==> config.mk <==
export PLATFORM = sky130hd
export DESIGN_NAME = otfr_fault_response
export DESIGN_NICKNAME = d
export VERILOG_FILES = /design/src/logic/otfr_pkg.sv /design/src/logic/otfr_delay_timer.sv /design/src/logic/otfr_fault_response.sv
export SDC_FILE = /design/constraint.sdc
export NUM_CORES = 1
export LEC_CHECK = 0
export BUFFER_PORTS_ARGS = -buffer_cell sky130_fd_sc_hd__clkbuf_2
export CAP_MARGIN = 20
export CORE_MARGIN = 2
export CORE_UTILIZATION = 49
export CTS_CLUSTER_SIZE = 28
export DETAILED_ROUTE_END_ITERATION = 8
export GPL_ROUTABILITY_DRIVEN = 0
export GPL_TIMING_DRIVEN = 0
export PLACE_DENSITY = 0.8
export SLEW_MARGIN = 15
export SYNTH_ARGS = -nofsm -noshare
export SYNTH_HDL_FRONTEND = slang
export SYNTH_SLANG_ARGS = --single-unit
==> constraint.sdc <==
create_clock -name mclk -period 2.07 [get_ports mclk]
set_input_delay 0.1035 -clock mclk [delete_from_list [all_inputs] [get_ports mclk]]
set_output_delay 0.1035 -clock mclk [all_outputs]
set_load 0.05 [all_outputs]
==> src/logic/otfr_pkg.sv <==
// Overview of operation
// - Response 00: ignore fault, keep regulating
// - Response 01: run for delay, then retry
// - Response 10: disable at once, then retry
// - Response 11: disable until fault cleared
// - Clear by bit, command, reset, cycle, bias
// - Retry 000: no restart, stay off
// - Retry 001-100: one to four attempts
// - Attempt spacing equals two-to-delay-field units
// - Retry 101/110 five, six; 111 unlimited
// - Delay code n gives two-to-n units
package otfr_pkg;

  // ----------------------------------------------------------------
  // Register map and field layout
  // ----------------------------------------------------------------
  localparam logic [7:0] OTFR_ACTION_CMD = 8'h50;
  localparam logic [7:0] OTFR_ACTION_RST = 8'h00;
  localparam int         OTFR_RESP_POS   = 6;
  localparam int         OTFR_RETRY_POS  = 3;
  localparam int         OTFR_DELAY_POS  = 0;

  // Response codes, bits 7:6
  localparam logic [1:0] OTFR_RESP_IGNORE = 2'h0;
  localparam logic [1:0] OTFR_RESP_DELAY  = 2'h1;
  localparam logic [1:0] OTFR_RESP_RETRY  = 2'h2;
  localparam logic [1:0] OTFR_RESP_LATCH  = 2'h3;

  // Retry codes, bits 5:3
  localparam logic [2:0] OTFR_RETRY_NONE    = 3'h0;
  localparam logic [2:0] OTFR_RETRY_ENDLESS = 3'h7;

  // Setting as carried between logic
  typedef struct packed {
    logic [1:0] resp;
    logic [2:0] retries;
    logic [2:0] delay;
  } otfr_action_s;

  // Fault handling states
  typedef enum logic [3:0] {
    OTFR_ST_RUN   = 4'h1,
    OTFR_ST_DELAY = 4'h2,
    OTFR_ST_HOLD  = 4'h4,
    OTFR_ST_LATCH = 4'h8
  } otfr_state_e;

endpackage : otfr_pkg
==> src/logic/otfr_delay_timer.sv <==
`timescale 1ns/10ps
module otfr_delay_timer
  import otfr_pkg::*;
(
  input  wire logic       mclk,
  input  wire logic       resetn,
  input  wire logic       start,
  input  wire logic [2:0] delay_code,
  input  wire logic       unit_tick,
  output logic            done_q
);

  // ----------------------------------------------------------------
  // Unit countdown
  // ----------------------------------------------------------------
  logic [7:0] remain_q;
  logic [7:0] remain_d;
  logic [7:0] units;
  logic       expire;

  // Code n loads 2**n units, 1 to 128
  assign units    = 8'h01 << delay_code;
  assign expire   = unit_tick && (remain_q == 8'h01);
  assign remain_d = start ? units : (unit_tick && remain_q != 8'h00) ? remain_q - 8'h01 : remain_q;

  // Start restarts the span, so spacing runs from each attempt's start
  always_ff @(posedge mclk or negedge resetn) begin
    if (!resetn) begin
      remain_q <= 8'h00;
      done_q   <= 1'b0;
    end else begin
      remain_q <= remain_d;
      done_q   <= expire && !start;
    end
  end

  // ----------------------------------------------------------------
  // Checks
  // ----------------------------------------------------------------
  timer_load_a: assert property (@(posedge mclk) disable iff (!resetn)
    start |=> remain_q == (8'h01 << $past(delay_code)))
    else $error("delay timer loaded wrong unit count");

  done_on_tick_a: assert property (@(posedge mclk) disable iff (!resetn)
    done_q |-> $past(unit_tick) && $past(remain_q) == 8'h01)
    else $error("delay timer expired off a unit tick");

endmodule : otfr_delay_timer

==> src/logic/otfr_fault_response.sv <==
`timescale 1ns/10ps
module otfr_fault_response
  import otfr_pkg::*;
(
  input  wire logic       mclk,
  input  wire logic       resetn,
  input  wire logic       cmd_wr,
  input  wire logic [7:0] cmd_code,
  input  wire logic [7:0] cmd_wdata,
  input  wire logic       ot_fault,
  input  wire logic       unit_tick,
  input  wire logic       clear_status_bit,
  input  wire logic       clear_faults_cmd,
  input  wire logic       output_on_cmd,
  input  wire logic       bias_ok,
  input  wire logic       other_fault_off,
  output logic [7:0]      action_rdata_q,
  output logic            output_enable_q,
  output logic            fault_latched_q
);

  // ----------------------------------------------------------------
  // Setting register
  // ----------------------------------------------------------------
  otfr_action_s action_q;
  logic         action_wr;

  assign action_wr = cmd_wr && (cmd_code == OTFR_ACTION_CMD);

  // Written whole, read back unchanged
  always_ff @(posedge mclk or negedge resetn) begin
    if (!resetn) begin
      action_q       <= OTFR_ACTION_RST;
      action_rdata_q <= OTFR_ACTION_RST;
    end else if (action_wr) begin
      action_q       <= cmd_wdata;
      action_rdata_q <= cmd_wdata;
    end
  end

  // ----------------------------------------------------------------
  // Clear events
  // ----------------------------------------------------------------
  // Held off or bias missing acts as a standing clear, so an
  // off-then-on sequence leaves the block clean when it turns back on
  logic clr;

  assign clr = clear_status_bit || clear_faults_cmd || !output_on_cmd || !bias_ok;

  // ----------------------------------------------------------------
  // Attempt counter and next state
  // ----------------------------------------------------------------
  otfr_state_e state_q;
  otfr_state_e state_d;
  logic [2:0]  attempts_q;
  logic [2:0]  attempts_d;
  logic        timer_start;
  logic        timer_done;
  logic        endless;
  logic        have_attempt;
  logic        shut_state;

  assign endless      = action_q.retries == OTFR_RETRY_ENDLESS;
  assign have_attempt = endless || (attempts_q != 3'h0);
  // A fault in disable-and-retry mode, or a delay that ran out, picks retry or latch;
  // high when the shutdown must latch at once instead of waiting to retry
  assign shut_state   = (action_q.retries == OTFR_RETRY_NONE);

  always_comb begin
    state_d     = state_q;
    attempts_d  = attempts_q;
    timer_start = 1'b0;
    if (clr || action_wr) begin
      state_d    = OTFR_ST_RUN;
      attempts_d = action_wr ? cmd_wdata[OTFR_RETRY_POS +: 3] : action_q.retries;
    end else begin
      case (state_q)
        OTFR_ST_RUN: begin
          if (ot_fault) begin
            case (action_q.resp)
              OTFR_RESP_IGNORE: state_d = OTFR_ST_RUN;
              OTFR_RESP_DELAY: begin
                state_d     = OTFR_ST_DELAY;
                timer_start = 1'b1;
              end
              OTFR_RESP_RETRY: begin
                state_d     = otfr_state_e'(shut_state ? OTFR_ST_LATCH : OTFR_ST_HOLD);
                timer_start = 1'b1;
              end
              default: state_d = OTFR_ST_LATCH;
            endcase
          end
        end
        OTFR_ST_DELAY: begin
          if (!ot_fault) begin
            state_d = OTFR_ST_RUN;
          end else if (timer_done) begin
            state_d     = otfr_state_e'(shut_state ? OTFR_ST_LATCH : OTFR_ST_HOLD);
            timer_start = 1'b1;
          end
        end
        OTFR_ST_HOLD: begin
          if (other_fault_off) begin
            state_d = OTFR_ST_LATCH;
          end else if (timer_done) begin
            if (!have_attempt) begin
              state_d = OTFR_ST_LATCH;
            end else begin
              attempts_d  = endless ? attempts_q : attempts_q - 3'h1;
              // A failed attempt restarts the spacing from its own start
              state_d     = ot_fault ? OTFR_ST_HOLD : OTFR_ST_RUN;
              timer_start = ot_fault;
            end
          end
        end
        OTFR_ST_LATCH: state_d = OTFR_ST_LATCH;
        default:       state_d = OTFR_ST_LATCH;
      endcase
    end
  end

  // ----------------------------------------------------------------
  // State, output enable and fault status
  // ----------------------------------------------------------------
  logic out_en_d;

  assign out_en_d = (state_d == OTFR_ST_RUN || state_d == OTFR_ST_DELAY)
                    && output_on_cmd && bias_ok;

  // Status sets on any fault, even when ignored; a set beats a clear
  always_ff @(posedge mclk or negedge resetn) begin
    if (!resetn) begin
      state_q         <= OTFR_ST_RUN;
      attempts_q      <= 3'h0;
      output_enable_q <= 1'b0;
      fault_latched_q <= 1'b0;
    end else begin
      state_q         <= state_d;
      attempts_q      <= attempts_d;
      output_enable_q <= out_en_d;
      fault_latched_q <= ot_fault || (fault_latched_q && !clr);
    end
  end

  otfr_delay_timer u_timer (
    .mclk       (mclk),
    .resetn     (resetn),
    .start      (timer_start),
    .delay_code (action_q.delay),
    .unit_tick  (unit_tick),
    .done_q     (timer_done)
  );

  // ----------------------------------------------------------------
  // Checks
  // ----------------------------------------------------------------
  ignore_keeps_run_a: assert property (@(posedge mclk) disable iff (!resetn)
    state_q == OTFR_ST_RUN && ot_fault && action_q.resp == OTFR_RESP_IGNORE
    && !clr && !action_wr |=> state_q == OTFR_ST_RUN && output_enable_q)
    else $error("ignore mode interrupted the output");

  delay_keeps_on_a: assert property (@(posedge mclk) disable iff (!resetn)
    state_q == OTFR_ST_DELAY |-> output_enable_q)
    else $error("output dropped during run-on delay");

  retry_disables_a: assert property (@(posedge mclk) disable iff (!resetn)
    state_q == OTFR_ST_RUN && ot_fault && action_q.resp == OTFR_RESP_RETRY
    && !clr && !action_wr |=> !output_enable_q)
    else $error("disable-and-retry left output on");

  latch_holds_a: assert property (@(posedge mclk) disable iff (!resetn)
    state_q == OTFR_ST_LATCH && !clr && !action_wr |=> state_q == OTFR_ST_LATCH
    && !output_enable_q)
    else $error("latched shutdown left without a clear");

  clear_status_a: assert property (@(posedge mclk) disable iff (!resetn)
    clr && !ot_fault |=> !fault_latched_q && state_q == OTFR_ST_RUN)
    else $error("clear did not release the fault");

  no_retry_a: assert property (@(posedge mclk) disable iff (!resetn)
    state_q == OTFR_ST_RUN && ot_fault && action_q.resp == OTFR_RESP_RETRY
    && action_q.retries == OTFR_RETRY_NONE && !clr && !action_wr
    |=> state_q == OTFR_ST_LATCH)
    else $error("retry none still entered restart wait");

  attempts_spent_a: assert property (@(posedge mclk) disable iff (!resetn)
    state_q == OTFR_ST_HOLD && timer_done && attempts_q == 3'h0 && !endless
    && !clr && !action_wr |=> state_q == OTFR_ST_LATCH)
    else $error("restart made with no attempts left");

  endless_retry_a: assert property (@(posedge mclk) disable iff (!resetn)
    state_q == OTFR_ST_HOLD && timer_done && endless && ot_fault && !other_fault_off
    && !clr && !action_wr |=> state_q == OTFR_ST_HOLD && attempts_q == $past(attempts_q))
    else $error("endless retry gave up");

  reload_count_a: assert property (@(posedge mclk) disable iff (!resetn)
    clr && !action_wr |=> attempts_q == $past(action_q.retries))
    else $error("attempt counter not reloaded on clear");

  // A write reloads the attempts as well as the readback
  write_reload_a: assert property (@(posedge mclk) disable iff (!resetn)
    action_wr |=> attempts_q == $past(cmd_wdata[OTFR_RETRY_POS +: 3])
    && action_rdata_q == $past(cmd_wdata))
    else $error("setting write did not reload attempts");

  // Status follows the fault in every mode, ignore included
  status_set_a: assert property (@(posedge mclk) disable iff (!resetn)
    ot_fault |=> fault_latched_q)
    else $error("fault status not set");

  delay_expiry_a: assert property (@(posedge mclk) disable iff (!resetn)
    state_q == OTFR_ST_DELAY && ot_fault && timer_done && !clr && !action_wr
    |=> !output_enable_q)
    else $error("output kept on after run-on delay ran out");

  // Unless retry is endless, each failed decision spends exactly one attempt
  attempt_used_a: assert property (@(posedge mclk) disable iff (!resetn)
    state_q == OTFR_ST_HOLD && timer_done && !endless && attempts_q != 3'h0
    && !other_fault_off && !clr && !action_wr |=> attempts_q == $past(attempts_q) - 3'h1)
    else $error("restart attempt not counted");

  restart_on_a: assert property (@(posedge mclk) disable iff (!resetn)
    state_q == OTFR_ST_HOLD && timer_done && have_attempt && !ot_fault
    && !other_fault_off && !clr && !action_wr |=> state_q == OTFR_ST_RUN && output_enable_q)
    else $error("restart with fault gone left output off");

  other_fault_a: assert property (@(posedge mclk) disable iff (!resetn)
    state_q == OTFR_ST_HOLD && other_fault_off && !clr && !action_wr
    |=> state_q == OTFR_ST_LATCH)
    else $error("retrying went on after another fault shut down");

endmodule : otfr_fault_response

Word level (Yosys, flattened, before mapping) --
Cells that the tools add are included.
Cells by class: add/sub/neg operators 2, equality and inequality tests 12, shift-type cells 1, multiplexer cells 29, reduce and logical (&&, ||, !) cells 28
Operators by type and width (count):
- two-way mux 4 bit | 8
- two-way mux 3 bit | 8
- case mux 4 bit (3 select lines) | 2
- two-way mux 8 bit | 2
- equality test 4 x 1 -> 1 bit (second input constant) | 2
- equality test 4 x 2 -> 1 bit (second input constant) | 2
- equality test 8 x 1 -> 1 bit (second input constant) | 1
- equality test 8 x 7 -> 1 bit (second input constant) | 1
- two-way mux 1 bit | 8
- nonzero test 2 bit | 4
- nonzero test 8 bit | 1
- << shifter 1 x 3 -> 8 bit (first input constant) | 1
- subtractor 8 x 1 -> 8 bit (second input constant) | 1
- logical AND 1 bit | 7
- logical OR 1 bit | 7
- AND reduction 5 bit | 1
- equality test 4 x 3 -> 1 bit (second input constant) | 1
- zero test 1 bit | 4
- inequality test 2 x 1 -> 1 bit (second input constant) | 2
- equality test 3 bit (second input constant) | 1
- zero test 3 bit | 1
- case mux 1 bit (3 select lines) | 1
- nonzero test 3 bit | 1
- subtractor 3 x 1 -> 3 bit (second input constant) | 1
- 4 further kinds | 4
Word-level totals: bits in registers 34, input bits 26, output and inout bits 10, logic and storage cells 82

Depth between registers and ports, before layout --
Gate-level depths: netlist (run 1).
depth in word-level cells 11, mapped depth 8, depth with buffers taken out 7

Modules after synthesis --
A second synthesis (run 1) with hierarchy kept.
Second synthesis, totals: cell total of the unflattened synthesis 167, area, all modules 1637.8 sq um
By module, submodules not included:
- otfr_fault_response | times used 1, cells each 101, area each 1046.0 sq um, sequential area each 426.7 sq um
- otfr_delay_timer | times used 1, cells each 66, area each 591.8 sq um, sequential area each 225.2 sq um

Worst setup path before layout (run 1) --
No wires, ideal clock.
kind register to register, start register action_rdata_q[5] (netlist name), end register u_timer.remain_q[0], setup time 128 ps, arrival 2171 ps, data required time 1942 ps, setup slack -229 ps, stages on the path, launching flop included 7, path buffers 1, clock period less this slack 2299 ps, cell sequence dfrtp_1 nand3_1 a2111oi_4 a22oi_1 nor3b_1 buf_4 mux2_1
RTL lines:
- end signal: assignment | line otfr_delay_timer.sv:32 | remain_q <= remain_d;
- end: declaration | line otfr_delay_timer.sv:16 | logic [7:0] remain_q;

Final worst setup path (run 1) --
start register u_timer.done_q, end register output_enable_q
Between the ends: word-level cells in the longest chain between the ends 8, elaborated cells on any way between the ends 11, those cells by class eq/ne: 2; mux: 6; reduce/logical: 3
RTL lines:
- start: declaration | line otfr_delay_timer.sv:10 | output logic done_q
- start signal: assignment | line otfr_delay_timer.sv:33 | done_q <= expire && !start;
- two-way mux 4 bit (on tied branches) | line otfr_fault_response.sv:105, otfr_fault_response.sv:97
- two-way mux 4 bit (on tied branches) | line otfr_fault_response.sv:103, otfr_fault_response.sv:95
- case mux 4 bit (3 select lines) * | line otfr_fault_response.sv:77 | case (state_q)
- two-way mux 4 bit * | line otfr_fault_response.sv:73 | if (clr || action_wr) begin
- equality test 4 x 1 -> 1 bit / equality test 4 x 2 -> 1 bit (equally long branches) | line otfr_fault_response.sv:127 | assign out_en_d = (state_d == OTFR_ST_RUN || state_d == OTFR_ST_DELAY)
- logical OR 1 bit * | line otfr_fault_response.sv:127
- logical AND 1 bit * (2 in a row) | line otfr_fault_response.sv:128 | && output_on_cmd && bias_ok;
- net out_en_d | line otfr_fault_response.sv:125 | logic out_en_d;
- end signal: assignment | line otfr_fault_response.sv:140 | output_enable_q <= out_en_d;
- end: declaration | line otfr_fault_response.sv:18 | output logic output_enable_q,
The timed path passes the listed nets; every way through them passes the cells marked *. A chain may end at the register's enable or synchronous reset.

==> results of run 1 <==
==> power by group through the flow <==
| stage | Clock (mW) | Sequential [mW] | Combinational [mW] |
|---|---|---|---|
| 2_1_floorplan | 0 | 0.705 | 0.265 |
| 5_1_grt | 0.248 | 0.700 | 0.492 |
| 3_3_place_gp | 0 | 0.681 | 0.385 |
| 6_report | 0.216 | 0.686 | 0.433 |
| 3_5_place_dp | 0 | 0.686 | 0.397 |
| 4_1_cts | 0.228 | 0.679 | 0.404 |
==> what timing repair did <==
| item | 4_1_cts | 5_1_grt |
|---|---|---|
| pin swaps | 3 | 5 |
| hold buffers | 4 | 4 |
| buffers inserted | 6 | 2 |
| endpoints found under the setup margin | 9 | 8 |
| resized for setup | 2 | 17 |
| endpoints found under the hold margin | 27 | 4 |
==> state kept, by name (all words and copies together) (netlist names) <==
signal,cells
u_timer.remain_q,8
action_rdata_q,8
state_q,4
fault_latched_q,1
u_timer.done_q,1
attempts_q,3
output_enable_q,1
==> worst max path at each step <==
stage | startpoint | to | cells after the start
floorplan | action_rdata_q[3] | u_timer.remain_q[0] | 6
global placement | attempts_q[0] | u_timer.remain_q[0] | 8
detailed placement | attempts_q[0] | u_timer.remain_q[0] | 8
CTS | attempts_q[0] | u_timer.remain_q[0] | 8
global route | attempts_q[0] | u_timer.remain_q[0] | 8
finish | u_timer.done_q | output_enable_q | 5
==> cell families (layout without fill, tap and decap cells) <==
family	Yosys count	after routing
mux	20	20
buf+inv	16	70
compound gates	21	21
flops	26	26
fa+ha+maj	9	9
xor+xnor	10	10
simple gates	66	66
==> per-stage QoR <==
step | util, % | setup TNS (ns) | instances | area [µm²]
floorplan | - | -0.0442 | 168 | 1690
global placement | 58.2 | -0.252 | 249 | 1930
finish | 65.3 | 0 | 268 | 2160
global route | 65.3 | -0.00175 | 268 | 2160
detailed placement | 58.2 | -0.462 | 249 | 1930
CTS | 61.6 | 0 | 262 | 2040
==> layer usage <==
metal | wire length [µm] | GRT usage [%]
met1 | 1590 | 23.0
met4 | 74 | 5.00
met5 | 0 | 0
met2 | 1890 | 32.9
met3 | 137 | 1.80
==> worst max-delay path, cell delays in order, from the launching register on <==
cell and delay (ns):
dfrtp_1 0.51, or3b_1 0.45, a21oi_1 0.24, a311oi_1 0.08, or4_4 0.43, a311oi_2 0.26
==> area by class of cell <==
type | instances | area share (%)
Buffer | 7 | 2.08
Clock buffer | 4 | 1.21
Sequential cell | 26 | 30.5
Inverter | 8 | 1.39
Tap cell | 46 | 2.66
Timing Repair Buffer | 51 | 14.9
Multi-Input combinational cell | 126 | 47.3
==> placed cells by master, fill, tap and decap left out, types with 2 or more instances in the layout <==
cell and count:
clkbuf_2 35, dfrtp_1 19, nor2_1 13, mux2_2 11
nand2_1 9, buf_4 8, mux2i_1 8, ha_1 8
dlygate4sd3_1 8, inv_1 7, nand3_1 7, nor3_1 7
xor2_1 7, dfrtp_2 6, nand3b_1 5, nand4_1 4
nand2b_1 3, buf_6 3, or3b_1 3, a21oi_1 3
a31oi_1 3, xnor2_1 3, buf_2 3, clkbuf_4 3
a311oi_2 2, clkbuf_1 2
==> results.py, run 1 <==
metrics = {
    "floorplan": {
        "die_w_um": 62.7,
        "ios": 36,
        "rows": 21,
        "core_mm2": 0.00331,
        "start_util_pct": 50.9,
        "dieArea_mm2": 0.00393,
        "die_y_um": 62.7,
    },
    "critical_path": {
        "crit_type": "reg2reg",
        "path_max_fanout": 9,
        "reg2reg_depth": 5,
        "timing.rr.start": "u_timer.done_q",
        "cp.arrival_ns": 2.28,
        "worstSetupStartpointType": "register",
        "reg2reg_to": "output_enable_q",
        "reg2reg_slack_ns": 0.03,
        "cp.required_ns": 2.31,
        "crit_path_end_kind": "register",
    },
    "grt": {
        "grt_usage_pct": 18.2,
        "grt_max_degree": 27,
        "grt_overflow": 0,
        "antenna_found_initial": 0,
        "grt_pass1_wl_mm": 5.78,
        "grt_pass1_vias": 1327,
    },
    "synth": {
        "syn_avg_cell_area_um2": 10.0,
        "mappedNetlistArea_mm2": 0.00169,
        "synth_mux_area_share_pct": 12.8,
        "synth_top_family_by_area": "simple AND/OR/NAND/NOR gates",
        "synth.distinct_cells": 46,
        "synthCells": 168,
        "ys_warn_count": 0,
        "ys.flop_type": "dfrtp_1",
        "yosysMostFrequentCell": "dfrtp_1",
        "ys_ff_latch": 26,
        "synth-edff-count": 0,
        "synth_top_cells_by_count": "dfrtp_1 (25), nor2_1 (13), mux2_2 (11), nand2_1 (10), ha_1 (9)",
        "synth_area_leaders": "dfrtp_1 (37%), mux2_2 (7.3%), ha_1 (6.7%)",
        "async_reset_ff_share_pct": 100,
        "synth_xor_area_share_pct": 5.19,
        "synth_compound_area_share_pct": 10.2,
        "synth_simple_gate_area_share_pct": 22.2,
        "synth_top_area_cell": "dfrtp_1",
        "synth_fp_nets": 203,
        "netlist.area_leader.share_pct": 37.1,
        "synth-adder-area-share_pct": 6.68,
        "ys_seq_area_share_pct": 38.6,
    },
    "timing": {
        "max_freq_ghz": 0.490,
        "finalSetupViolCount": 0,
        "period_needed_ns": 2.04,
        "hold_viol": 0,
        "clock_skew_ns": 0.0137,
        "fin_ws_ns": 0.0288,
        "drv_slew": 0,
        "grt_setup_unrepaired": "yes",
        "fin_crit_sh_pct": 98.6,
        "holdWs_ns": 0.00565,
        "worstMarginPinSlew_ns": 0.703,
        "relSlewSlack_pct": 52.9,
    },
    "finish": {
        "antenna_cells": 0,
        "drive_above_1_share_pct": 38.3,
        "regArea_um2": 659,
        "nets": 258,
        "num-fill-cells": 281,
        "multi_input_area_mm2": 0.00102,
        "area_growth_pct": 28.3,
    },
    "power": {
        "pwr-share-clk_pct": 16.2,
        "switchingPower_mw": 0.457,
        "p_leak_nw": 0.973,
        "p_int_mw": 0.878,
        "switching_share_pct": 34.2,
        "total_power_mw": 1.33,
        "ir_worst_vdd_mv": 0.456,
        "power_frac_seq_pct": 51.4,
        "power_density_mw_per_mm2": 617,
        "p_comb_share_pct": 32.4,
    },
    "hold_path": {
        "hold_end": "action_rdata_q[2]",
        "hold_class": "in2reg",
        "min_path_cells": 2,
        "min-delay-start": "cmd_wdata[2]",
    },
    "place": {
        "dp_slack_ns": -0.198,
        "portBuffers": 35,
        "dp_hpwl_mm": 2.56,
    },
    "route": {
        "wirelength_mm": 3.70,
        "first_pass_iters": 4,
        "dr.first_iter.drc_count": 113,
        "num_vias": 1467,
        "drc_errors": 0,
        "viasPerCell": 5.47,
        "postRouteAntennaNets": 0,
        "wl_per_cell_um": 13.8,
    },
    "clock_tree": {
        "h-tree-depth": 1,
        "root_buffer": "clkbuf_4",
        "clock_path_buffers": 2,
        "clock_sinks": 26,
        "numCtsBuffers": 3,
        "clkTransAtPathRegs_ns": 0.14,
        "tritoncts": "done",
        "clkLatencyLatePin_ns": 0.32,
    },
    "job": {
        "max-cap-violations": 0,
    },
    "outcome": {
        "status": "finished, final reports clean",
    },
}
Power figures use the tool's default switching activity.
==> inputs of run 2 (changes only) <==
PLACE_DENSITY = 0.77   (was 0.8)
clock period = 1.7 ns   (was 2.07 ns; I/O delays follow)
==> run 2 against run 1 <==
Against the previous run:
- the flow now finishes with violations (setup timing)
- final cell count grew 3.7%
- count of clock-buffer cells in the layout did not move
- routed wire length is 13% higher
- sequential share of layout area shrank 2.1 points
- critical endpoint is now u_timer.remain_q[0]
- total power grew 30%
==> results.py, run 2 (synthesis results as in run 1) <==
metrics = {
    "power": {
        "p_leak_nw": 1.04,
        "ir_worst_vdd_mv": 0.643,
        "power_density_mw_per_mm2": 743,
    },
    "clock_tree": {
        "clock_sinks": 26,
        "numCtsBuffers": 3,
        "h-tree-depth": 1,
        "root_buffer": "clkbuf_4",
        "tritoncts": "done",
        "clock_path_buffers": 2,
        "clkTransAtPathRegs_ns": 0.16,
        "clkLatencyLatePin_ns": 0.34,
    },
    "timing": {
        "max_freq_ghz": 0.494,
        "clock_skew_ns": 0.0200,
        "grt_setup_unrepaired": "yes",
        "relSlewSlack_pct": 52.2,
        "worstMarginPinSlew_ns": 0.714,
        "drv_slew": 0,
        "fin_crit_sh_pct": 119,
        "period_needed_ns": 2.02,
        "fin_ws_ns": -0.324,
        "finalSetupViolCount": 14,
        "hold_viol": 0,
    },
    "route": {
        "wirelength_mm": 4.17,
        "postRouteAntennaNets": 0,
        "top_layer_used": "met4",
        "dr.first_iter.drc_count": 133,
        "wl_met2_mm": 2.11,
        "num_vias": 1539,
        "wl_met3_um": 185,
        "drc_errors": 0,
        "first_pass_iters": 4,
        "wl_per_cell_um": 15.0,
        "viasPerCell": 5.54,
        "wl_met1_mm": 1.82,
    },
    "outcome": {
        "status": "finished, violations left",
        "violations": "setup timing",
    },
    "floorplan": {
        "dieArea_mm2": 0.00393,
        "rows": 21,
        "start_util_pct": 50.9,
        "die_y_um": 62.7,
        "core_mm2": 0.00331,
        "die_w_um": 62.7,
        "ios": 36,
    },
    "place": {
        "portBuffers": 35,
        "dp_hpwl_mm": 2.53,
        "dp_slack_ns": -0.514,
        "placed_cells": 249,
    },
    "critical_path": {
        "crit_type": "reg2reg",
        "path_max_fanout": 6,
        "worstSetupStartpointType": "register",
        "cp.arrival_ns": 2.25,
        "crit_path_end_kind": "register",
        "cp.required_ns": 1.92,
    },
    "hold_path": {
        "hold_class": "in2reg",
    },
    "grt": {
        "grt_max_degree": 27,
        "antenna_found_initial": 0,
        "grt_overflow": 0,
        "grt_pass1_vias": 1453,
        "grt_usage_pct": 20.6,
        "grt_pass1_wl_mm": 6.56,
    },
    "finish": {
        "instances_no_fill": 278,
        "final_cell_mix": "clkbuf_2 (35), dfrtp_1 (18), nor2_1 (11), mux2_2 (11), buf_4 (11)",
        "drive_above_1_share_pct": 45.3,
        "final_common_cell": "clkbuf_2",
        "reg.largest.list": "action_rdata_q x8, u_timer.remain_q x8, state_q x4",
        "area_growth_pct": 38.1,
        "nets": 268,
        "antenna_cells": 0,
    },
    "job": {
        "max-cap-violations": 0,
    },
}
run 2: power by group:
group          total [mW]  internal, mW  leakage [nW]  switching [mW]
combinational       0.562         0.263         0.693           0.299
sequential          0.841         0.730         0.327           0.111
clock               0.328         0.131        0.0210           0.196
total                1.73          1.12          1.04           0.606
run 2: worst max-delay path, cell delays in order (launching register included):
cell	delay (ns)
dfrtp_1	0.47
or2_2	0.36
a2111oi_4	0.26
a22oi_2	0.13
nor3b_2	0.20
buf_6	0.17
mux2_4	0.31
run 2: metal layers:
metal / vias up / global-route usage, %
met5: - / 0
li1: 732 / -
met2: 39 / 35.2
met1: 762 / 26.9
met4: 0 / 5.56
met3: 6 / 3.96
run 2: stage by stage:
step | hold WS [ns] | utilization, % | power, mW | cell area [µm²] | TNS [ns]
finish | 0.0120 | 70.3 | 1.73 | 2330 | -3.27
global route | 0.00804 | 70.3 | 1.84 | 2330 | -4.30
CTS | 0.00949 | 68.4 | 1.70 | 2260 | -4.03
detailed placement | 0.139 | 58.8 | 1.34 | 1950 | -4.39
global placement | 0.138 | 58.8 | 1.32 | 1950 | -3.81
floorplan | -0.211 | - | 1.20 | 1710 | -2.07
run 2: worst paths after layout:
kind | start | to | slack (ns) | cells after the start
hold / removal | cmd_wdata[4] | action_rdata_q[4] | 0.01 | 2
setup reg to reg | state_q[3] | u_timer.remain_q[0] | -0.32 | 6
min in group asynchronous | resetn | action_rdata_q[6] | 0.28 | 2
setup / recovery | state_q[3] | u_timer.remain_q[0] | -0.32 | 6
max in group asynchronous | resetn | u_timer.done_q | 0.96 | 2
hold reg to reg | fault_latched_q | fault_latched_q | 0.50 | 1
run 2: what timing repair did:
action | in CTS | in global routing
pin swaps | 14 | 11
gates cloned | 1 | 0
setup endpoints to repair | 14 | 15
hold buffers | 10 | 0
endpoints found under the hold margin | 34 | 0
buffers inserted | 16 | 3
gates resized for setup | 15 | 15
run 2: area by class of cell:
cell class | count | area, µm²
clock buffers | 4 | 36.3
multi-input cells | 126 | 1070
well taps | 46 | 57.6
fillers | 250 | 982
repair buffers | 61 | 417
plain buffers | 7 | 52.6
inverters | 8 | 30.0
flip-flops and latches | 26 | 661
